## src/design/isr_pkg.sv

```systemverilog
// Purpose: Shared constants and carriers for the instrument status reporting block
// Assumes: One clock domain, single-cycle command strobes from the command parser
// Notes:   Bit positions and queue sizes are used by the main block and the error queue
package isr_pkg;

	// Operation condition flag positions
	localparam int OPC_RUN_BIT      = 3;
	localparam int OPC_WAIT_BIT     = 5;
	localparam int OPC_OVLD_BIT     = 11;
	localparam int OPC_WIDTH        = 16;

	// Status byte positions
	localparam int STB_AVAIL_BIT    = 4;   // Response bytes waiting
	localparam int STB_EVT_SUM_BIT  = 5;   // Enabled standard events summary
	localparam int STB_OP_SUM_BIT   = 7;   // Enabled operation flags summary

	// Error queue geometry and codes
	localparam int ERRQ_DEPTH       = 30;
	localparam int ERRQ_CODE_W      = 16;
	localparam logic [15:0] ERR_NONE     = 16'h0000;
	localparam logic [15:0] ERR_OVERFLOW = 16'h015E;

	// Reset values
	localparam logic [15:0] OPC_RESET    = 16'h0000;
	localparam logic [15:0] MASK_RESET   = 16'h0000;
	localparam logic [7:0]  EVT_RESET    = 8'h00;
	localparam int MSG_W            = 32;

	// Error push carrier
	typedef struct packed {
		logic        valid;
		logic [15:0] code;
	} isr_err_s;

	// Command strobes from the parser
	typedef struct packed {
		logic opc_read;      // Operation register query
		logic mask_write;    // Operation enable command
		logic arm_read;      // Arm latch query
		logic err_read;      // Error query
		logic cls;           // Clear status command
		logic cls_after_term; // Clear status directly after a terminator
		logic dsp_write;     // Advisory line write
		logic esr_read;      // Standard event query
		logic ese_write;     // Standard event enable write
	} isr_cmd_s;

	// Acquisition states seen from the run logic
	typedef enum logic [1:0] {
		ISR_ACQ_STOPPED,
		ISR_ACQ_RUNNING,
		ISR_ACQ_SINGLE
	} isr_acq_e;

endpackage : isr_pkg

```

## src/design/isr_status.sv

```systemverilog
// Purpose: Status reporting registers, summaries and queues of the instrument
// Assumes: Command strobes are single-cycle and synchronous; condition pins are async
// Notes:   Response words appear one cycle after the query strobe
//
// Summary of operation
// - Masked standard events still latch, no summary
// - Run bit 3, wait bit 5, overload 11
// - Run flag while acquisition not stopped
// - Wait flag follows arm latch
// - Overload flag on 50 ohm input overload
// - Operation summary bit 7 from enabled flags
// - Operation register query returns then clears
// - Enable mask gates operation summary
// - Arming sets latch, wait flag, summary
// - Arm latch holds until query or clear
// - Errors queued first-in first-out
// - Overflow keeps oldest, writes marker 350
// - Thirty entries, last reserved for marker
// - Error query pops the oldest entry
// - Empty queue reads code zero
// - Error queue emptied at reset, clear
// - Message available bit 4 when output pending
// - One-entry advisory message holding
// - Advisory writes never set message bit
// - Clear status empties events and queues
// - Clear after terminator also flushes output
// - Standard event summary bit 5 when enabled
`timescale 1ns/1ps
module isr_status #(
	parameter int MSG_WIDTH = isr_pkg::MSG_W
) (
	// Clock and reset
	input  wire logic                 clk_sys_in,
	input  wire logic                 rst_in,
	// Commands from the parser
	input  wire isr_pkg::isr_cmd_s     cmd_in,
	input  wire logic [15:0]          mask_data_in,
	input  wire logic [7:0]           ese_data_in,
	input  wire logic [MSG_WIDTH-1:0] dsp_text_in,
	// Instrument conditions, asynchronous
	input  wire logic                 acq_running_in,
	input  wire logic                 armed_in,
	input  wire logic                 input_overload_in,
	// Events from the instrument, synchronous
	input  wire logic [7:0]           std_event_in,
	input  wire isr_pkg::isr_err_s     err_push_in,
	input  wire logic                 out_queue_nonempty_in,
	// Responses
	output logic [15:0]               operation_condition_flags_out,
	output logic                      arm_latch_out,
	output logic [15:0]               err_code_out,
	output logic [7:0]                standard_event_flags_out,
	output logic [MSG_WIDTH-1:0]      dsp_text_out,
	output logic [7:0]                status_byte_out,
	output logic                      out_queue_flush_out,
	output logic [5:0]                err_count_out
);

	// All state in one record
	typedef struct packed {
		logic [1:0]           run_sync;     // Run condition synchroniser
		logic [1:0]           arm_sync;     // Armed condition synchroniser
		logic [1:0]           ovl_sync;     // Overload synchroniser
		logic                 arm_prev;     // Previous armed level for edge
		logic [15:0]          opc;          // Operation condition flags
		logic [15:0]          mask;         // Operation enable mask
		logic                 arm_latch;    // Arm event latch
		logic [7:0]           evt;          // Standard event flags
		logic [7:0]           sese;         // Standard event enable
		logic [MSG_WIDTH-1:0] advisory_message_bit;          // Advisory message queue
		logic [15:0]          opc_rd;       // Operation read word
		logic                 arm_rd;       // Arm read word
		logic [7:0]           evt_rd;       // Standard event read word
		logic [15:0]          err_rd;       // Error read word
		logic [7:0]           stb;          // Status byte
		logic                 flush;        // Output queue flush pulse
		logic [5:0]           err_cnt;      // Error count mirror, one cycle late
	} isr_state_s;

	isr_state_s s_q;   // Registered state
	isr_state_s s_d;   // Next state

	logic [15:0] err_head;   // Head of error queue
	logic [5:0]  err_count;  // Entries in error queue

	// Error queue, popped by the error query and cleared by clear status
	isr_err_queue #(
		.DEPTH (isr_pkg::ERRQ_DEPTH)
	) u_errq (
		.clk_sys_in (clk_sys_in),
		.rst_in     (rst_in),
		.push_in    (err_push_in),
		.pop_in     (cmd_in.err_read),
		.clear_in   (cmd_in.cls),
		.head_out   (err_head),
		.count_out  (err_count)
	);

	// Next-state logic for every flag, summary and read word
	always_comb
	begin
		logic run_s;
		logic arm_s;
		logic ovl_s;
		logic arm_rise;
		logic [15:0] opc_set;
		logic [15:0] opc_n;
		logic [7:0]  evt_n;
		logic        arm_n;
		run_s = s_q.run_sync[1];
		arm_s = s_q.arm_sync[1];
		ovl_s = s_q.ovl_sync[1];
		s_d = s_q;

		// Two-stage synchronisers; only stage two is read below
		s_d.run_sync = {s_q.run_sync[0], acq_running_in};
		s_d.arm_sync = {s_q.arm_sync[0], armed_in};
		s_d.ovl_sync = {s_q.ovl_sync[0], input_overload_in};
		s_d.arm_prev = arm_s;
		arm_rise     = arm_s & ~s_q.arm_prev;

		// Arm latch: read clears, but a new arming in the same cycle wins
		arm_n = s_q.arm_latch;
		if (cmd_in.arm_read || cmd_in.cls)
			arm_n = 1'b0;
		if (arm_rise)
			arm_n = 1'b1;
		s_d.arm_latch = arm_n;

		// Conditions that set operation flags this cycle
		opc_set = 16'h0000;
		opc_set[isr_pkg::OPC_RUN_BIT]  = run_s;
		opc_set[isr_pkg::OPC_WAIT_BIT] = arm_n;
		opc_set[isr_pkg::OPC_OVLD_BIT] = ovl_s;

		// Read returns current word then clears; live conditions re-set it
		opc_n = s_q.opc;
		if (cmd_in.opc_read || cmd_in.cls)
			opc_n = 16'h0000;
		opc_n = opc_n | opc_set;
		s_d.opc = opc_n;
		s_d.opc_rd = cmd_in.opc_read ? s_q.opc : s_q.opc_rd;

		// Operation enable mask written by the controller
		if (cmd_in.mask_write)
			s_d.mask = mask_data_in;

		// Standard events latch whether enabled or not
		// A new event in the clearing cycle survives, so none is lost
		evt_n = s_q.evt;
		if (cmd_in.esr_read || cmd_in.cls)
			evt_n = 8'h00;
		evt_n = evt_n | std_event_in;
		s_d.evt = evt_n;
		s_d.evt_rd = cmd_in.esr_read ? s_q.evt : s_q.evt_rd;
		if (cmd_in.ese_write)
			s_d.sese = ese_data_in;

		// Arm and error read words
		s_d.arm_rd = cmd_in.arm_read ? s_q.arm_latch : s_q.arm_rd;
		s_d.err_rd = cmd_in.err_read ? err_head : s_q.err_rd;

		// Advisory message: one entry, overwritten by each write
		if (cmd_in.dsp_write)
			s_d.advisory_message_bit = dsp_text_in;
		if (cmd_in.cls)
			s_d.advisory_message_bit = '0;

		// Status byte built from next state so summaries track clears
		s_d.stb = 8'h00;
		s_d.stb[isr_pkg::STB_OP_SUM_BIT]  = |(opc_n & s_d.mask);
		s_d.stb[isr_pkg::STB_EVT_SUM_BIT] = |(evt_n & s_d.sese);
		// Message available follows the output queue, dropped by a clear after a terminator; advisory text
		// has no path into the status byte at all
		s_d.stb[isr_pkg::STB_AVAIL_BIT]   = out_queue_nonempty_in
			& ~(cmd_in.cls & cmd_in.cls_after_term);

		// Output queue flush only when clear directly follows a terminator
		s_d.flush = cmd_in.cls & cmd_in.cls_after_term;

		// Count mirror keeps the count output on a flip-flop
		s_d.err_cnt = err_count;
	end

	// State register, constants only under reset
	always_ff @(posedge clk_sys_in or posedge rst_in)
	begin
		if (rst_in)
		begin
			s_q      <= '0;
			s_q.opc  <= isr_pkg::OPC_RESET;
			s_q.mask <= isr_pkg::MASK_RESET;
			s_q.evt  <= isr_pkg::EVT_RESET;
		end
		else
		begin
			s_q <= s_d;
		end
	end

	// Outputs straight from registers
	assign operation_condition_flags_out = s_q.opc_rd;
	assign arm_latch_out                 = s_q.arm_rd;
	assign err_code_out                  = s_q.err_rd;
	assign standard_event_flags_out      = s_q.evt_rd;
	assign dsp_text_out                  = s_q.advisory_message_bit;
	assign status_byte_out               = s_q.stb;
	assign out_queue_flush_out           = s_q.flush;
	assign err_count_out                 = s_q.err_cnt;

endmodule : isr_status

```

## src/design/isr_err_queue.sv

```systemverilog
// Purpose: First-in first-out error queue with overflow marker
// Assumes: One push and one pop strobe per cycle at most each
// Notes:   Last slot is reserved for the overflow marker
`timescale 1ns/1ps
module isr_err_queue #(
	parameter int DEPTH = isr_pkg::ERRQ_DEPTH
) (
	// Clock and reset
	input  wire logic             clk_sys_in,
	input  wire logic             rst_in,
	// Push side
	input  wire isr_pkg::isr_err_s push_in,
	// Pop and clear
	input  wire logic             pop_in,
	input  wire logic             clear_in,
	// Head and fill
	output logic [15:0]           head_out,
	output logic [5:0]            count_out
);

	// Whole queue state in one packed record
	typedef struct packed {
		logic [DEPTH-1:0][15:0] mem;
		logic [5:0]             cnt;
	} isr_eq_s;

	isr_eq_s q_q;   // Registered state
	isr_eq_s q_d;   // Next state

	localparam logic [5:0] FULL_CNT = 6'(DEPTH);
	localparam logic [5:0] DATA_CNT = 6'(DEPTH - 1);

	// Shift-out on pop keeps the head always at slot 0
	always_comb
	begin
		logic [5:0] c;
		c = q_q.cnt;
		q_d = q_q;
		if (pop_in && c != 6'h00)
		begin
			for (int i = 0; i < DEPTH - 1; i++)
				q_d.mem[i] = q_q.mem[i + 1];
			q_d.mem[DEPTH-1] = 16'h0000;
			c = c - 6'h01;
		end
		if (push_in.valid)
		begin
			if (c < DATA_CNT)
			begin
				q_d.mem[c] = push_in.code;
				c = c + 6'h01;
			end
			else if (c == DATA_CNT)
			begin
				// Newest error dropped, marker takes the reserved slot
				q_d.mem[c] = isr_pkg::ERR_OVERFLOW;
				c = FULL_CNT;
			end
		end
		q_d.cnt = c;
		if (clear_in)
			q_d = '0;
	end

	// State register
	always_ff @(posedge clk_sys_in or posedge rst_in)
	begin
		if (rst_in)
			q_q <= '0;
		else
			q_q <= q_d;
	end

	// Empty queue answers with no-error code
	assign head_out  = (q_q.cnt == 6'h00) ? isr_pkg::ERR_NONE : q_q.mem[0];
	assign count_out = q_q.cnt;

endmodule : isr_err_queue

```

## config.mk

```make
export PLATFORM = sky130hd
export DESIGN_NAME = isr_status
export DESIGN_NICKNAME = d
export VERILOG_FILES = /design/src/design/isr_pkg.sv /design/src/design/isr_status.sv /design/src/design/isr_err_queue.sv
export SDC_FILE = /design/constraint.sdc
export NUM_CORES = 2
export LEC_CHECK = 0
export ABC_AREA = 1
export BUFFER_PORTS_ARGS = -buffer_cell sky130_fd_sc_hd__buf_2
export CAP_MARGIN = 20
export CORE_MARGIN = 4
export CORE_UTILIZATION = 60
export CTS_BUF_LIST = sky130_fd_sc_hd__clkbuf_8
export DETAILED_ROUTE_END_ITERATION = 8
export HOLD_SLACK_MARGIN = 0.05
export PLACE_DENSITY = 0.77
export SLEW_MARGIN = 0
export SYNTH_ARGS = -nofsm -noshare
export SYNTH_HDL_FRONTEND = slang
export SYNTH_HIERARCHICAL = 1
export SYNTH_SLANG_ARGS = --single-unit
export TNS_END_PERCENT = 100
```

## constraint.sdc

```tcl
create_clock -name clk_sys_in -period 22.4 [get_ports clk_sys_in]
set_input_delay 3.36 -clock clk_sys_in [delete_from_list [all_inputs] [get_ports clk_sys_in]]
set_output_delay 3.36 -clock clk_sys_in [all_outputs]
set_load 0.02 [all_outputs]
```

==> flow_summary_export.csv <==
group,metric,value,unit
clock_tree,cts_setup_buffers,0,
synth,seq_area_frac_synth,0.4309,
critical_path,crit_path_start_kind,"primary input",
die,die_x,254.0,µm
drt,vias,32246,
synth,synthesis.area,36300,µm²
power_and_ir_drop,ir_worst_vdd,0.08079,mV
power_and_ir_drop,power,3907,µW
clock_tree,hold_buffers,0,
sta,holdWs,0.3468,ns
critical_path,crit_required,23.04,ns
drt,detail-route-antenna-nets,0,
global_route,grt_usage,0.2916,
synth,postSynthAreaPerCell,7.297,µm²
critical_path,slowest_stage,"nand3_1",
drt,finalWirelength,96280,µm
drt,drtPass1Iterations,7,
clock_tree,clk_latency,0.74,ns
clock_tree,cts.sinks,625,
sta,rsz0062_at_grt,"false",
synth,synth-seq-cells,625,
die,die_h,254.0,µm
hold_path,hold_path_class,"reg2reg",
die,die_area,64490,µm²
power_and_ir_drop,pwr-share-comb,0.383,
power_and_ir_drop,internal_power,2360,µW
global_route,antenna_found_initial,3,
synth,synth_cell_types,33,
power_and_ir_drop,seq_power_share,0.353,
critical_path,arrival,7.56,ns
drt,drc,0,
sta,finClkSkew,0.04783,ns
critical_path,crit_path_end_kind,"register",
power_and_ir_drop,power_frac_clock,0.264,
global_route,grt.overflow.total,0,
clock_tree,post_cts_resized,0,
drt,post_drt_wl_per_cell,16.86,µm
sta,period_needed,6.918,ns
critical_path,critPathKind,"in2reg",
job,maxCapViolCount,0,
clock_tree,cts_tree,"yes",
synth,ys_warn_count,6,
drt,drt_iter0_markers,3348,
die,ios,184,
sta,setup_violations,0,
place,io_buffers,178,
critical_path,path_cells,"buf_2 > nand2_8 > inv_2 > nand2_1 > nand2_1 > nand2_2 > nor2_4 > nand3_1 > nand2_1 > nand2_1 > a21oi_1",
die,initial_utilization,0.6104,
sta,final.period_utilization,0.3088,
clock_tree,clk_pin_slew_worst_paths,0.06,ns
die,core,59460,µm²
power_and_ir_drop,swShare,0.3958,
critical_path,path_common_cell,"nand2_1",
die,rows,89,
drt,vias_per_cell,5.646,
critical_path,critPathMaxStageDelay,0.89,ns
sta,timing.fmax,0.1445,GHz
critical_path,crit_path_max_fanout,91,
global_route,grt_first_pass_wirelength,155300,µm
finish,finalNetCount,4951,
clock_tree,htree_num_levels,3,
finish,layout-drive-gt1-share,0.09321,
global_route,grt_pass1_vias,30095,
power_and_ir_drop,power_density,100.8,nW/µm²
clock_tree,cts_root_buf,"clkbuf_8",
place,gp_congestion,0.8560,
power_and_ir_drop,switching_power,1547,µW
clock_tree,clock_path_buffers,3,
finish,area_growth,6.756,%
sta,slew_headroom,0.2188,
outcome,status,"finished, final reports clean",
sta,worst_pin_slew,1.172,ns
global_route,grt_max_degree,211,
finish,fill_cells,5086,
sta,finalMaxSlewViolations,0,
sta,tns,0,ns
clock_tree,cts_made_buffers,106,
sta,hold_viol,0,
place,place_hpwl,57130,µm
synth,syn-instance-count,4974,
power_and_ir_drop,p_leak,0.02263,µW
cell families after synthesis:
family | Yosys count | synth area share
mux | 316 | 0.08825
buf+inv | 830 | 0.09966
other cells | 1 | 0.0001033
flops | 625 | 0.4309
simple gates | 2185 | 0.2346
xor+xnor | 2 | 0.0004827
compound gates | 1013 | 0.1453
fa+ha+maj | 2 | 0.0006893
worst max-delay path, delay by kind of cell:
kind | cells | cell delay (ns)
AO/OA/AOI/OAI | 1 | 0.13
buffers and inverters | 2 | 1.27
AND/OR/NAND/NOR | 8 | 2.71
metal layers:
layer	track usage	up-vias	wire, µm
met4	0.1136	0	3517
met2	0.4736	1155	45110
met3	0.04493	213	6141
met1	0.3976	15378	41510
met5	0	-	0
li1	-	15500	-
through the flow:
stage | worst slack [ns] | instances | area (µm²) | util
after detailed placement | 14.77 | 5506 | 36330 | 0.6110
after global routing | 15.24 | 5710 | 38750 | 0.6516
after global placement | 14.99 | 5503 | 36250 | 0.6096
final | 15.48 | 5711 | 38750 | 0.6516
after floorplan | 5.477 | 4978 | 36310 | -
after CTS | 15.53 | 5696 | 38490 | 0.6472
path summary, 6_finish.rpt:
check                      depth (start not counted)                  end  slack (ns)                 from
setup reg to reg                                  12      u_errq/q_q[451]       16.98  u_errq/count_out[0]
hold reg to reg                                    0             s_d[137]        0.35             s_d[141]
setup / recovery                                  11  u_errq/count_out[2]       15.48            cmd_in[5]
hold / removal                                     0             s_d[137]        0.35             s_d[141]
max in group asynchronous                          4      u_errq/q_q[400]       17.30               rst_in
min in group asynchronous                          2        arm_latch_out        2.74               rst_in
synth_stat cells (all sizes together):
library cell | number | area (µm²)
inv | 374 | 1404
mux2 | 32 | 360.4
buf | 224 | 1343
a21oi | 364 | 1822
xor2 | 1 | 8.760
o21ai | 570 | 2860
conb | 1 | 3.750
ha | 2 | 25.02
nand3 | 104 | 550.5
mux2i | 284 | 2843
nor3 | 3 | 15.01
nand3b | 1 | 7.510
xnor2 | 1 | 8.760
o211ai | 1 | 7.510
clkbuf | 232 | 870.8
nand4 | 3 | 18.77
nor2 | 176 | 743.2
o21bai | 78 | 585.6
nand2 | 1887 | 7111
dfrtp | 625 | 15640
or2 | 11 | 68.82
placed cells by master, fill, tap and decap left out, types with 105 or more instances in the layout:
| master | instances |
|---|---|
| nand2_1 | 1878 |
| inv_1 | 403 |
| dfrtp_1 | 625 |
| o21ai_0 | 463 |
| o21ai_1 | 105 |
| nor2_1 | 157 |
| mux2i_1 | 284 |
| a21oi_1 | 364 |
| clkbuf_8 | 134 |
| buf_2 | 177 |
final cells by class:
class | count | area, µm² | share of cell area
clock buffer | 134 | 1844 | 0.04760
antenna | 3 | 7.507 | 0.0001937
timing repair buffer | 223 | 1489 | 0.03843
sequential | 625 | 15640 | 0.4036
multi-input combinational | 3523 | 17060 | 0.4403
inverter | 374 | 1431 | 0.03694
clock inverter | 56 | 306.5 | 0.007911
tap | 773 | 967.2 | 0.02496
sequential cells by signal, summed over array words and instances (netlist names):
| register | count |
|---|---|
| u_errq/count_out | 6 |
| operation_condition_flags_out | 16 |
| arm_latch_out | 1 |
| u_errq/q_q | 480 |
| err_code_out | 16 |
| err_count_out | 6 |
| s_q | 52 |
| standard_event_flags_out | 8 |
| out_queue_flush_out | 1 |
| dsp_text_out | 32 |
| s_d | 4 |
| status_byte_out | 3 |
power groups by stage:
stage / combinational [µW] / clock (µW) / sequential, µW
2_1_floorplan: 1220 / 0 / 1370
3_3_place_gp: 1400 / 0 / 1390
3_5_place_dp: 1460 / 0 / 1400
4_1_cts: 1460 / 1050 / 1380
5_1_grt: 1680 / 1100 / 1390
6_report: 1500 / 1030 / 1380
(Power assumes the default switching activity.)
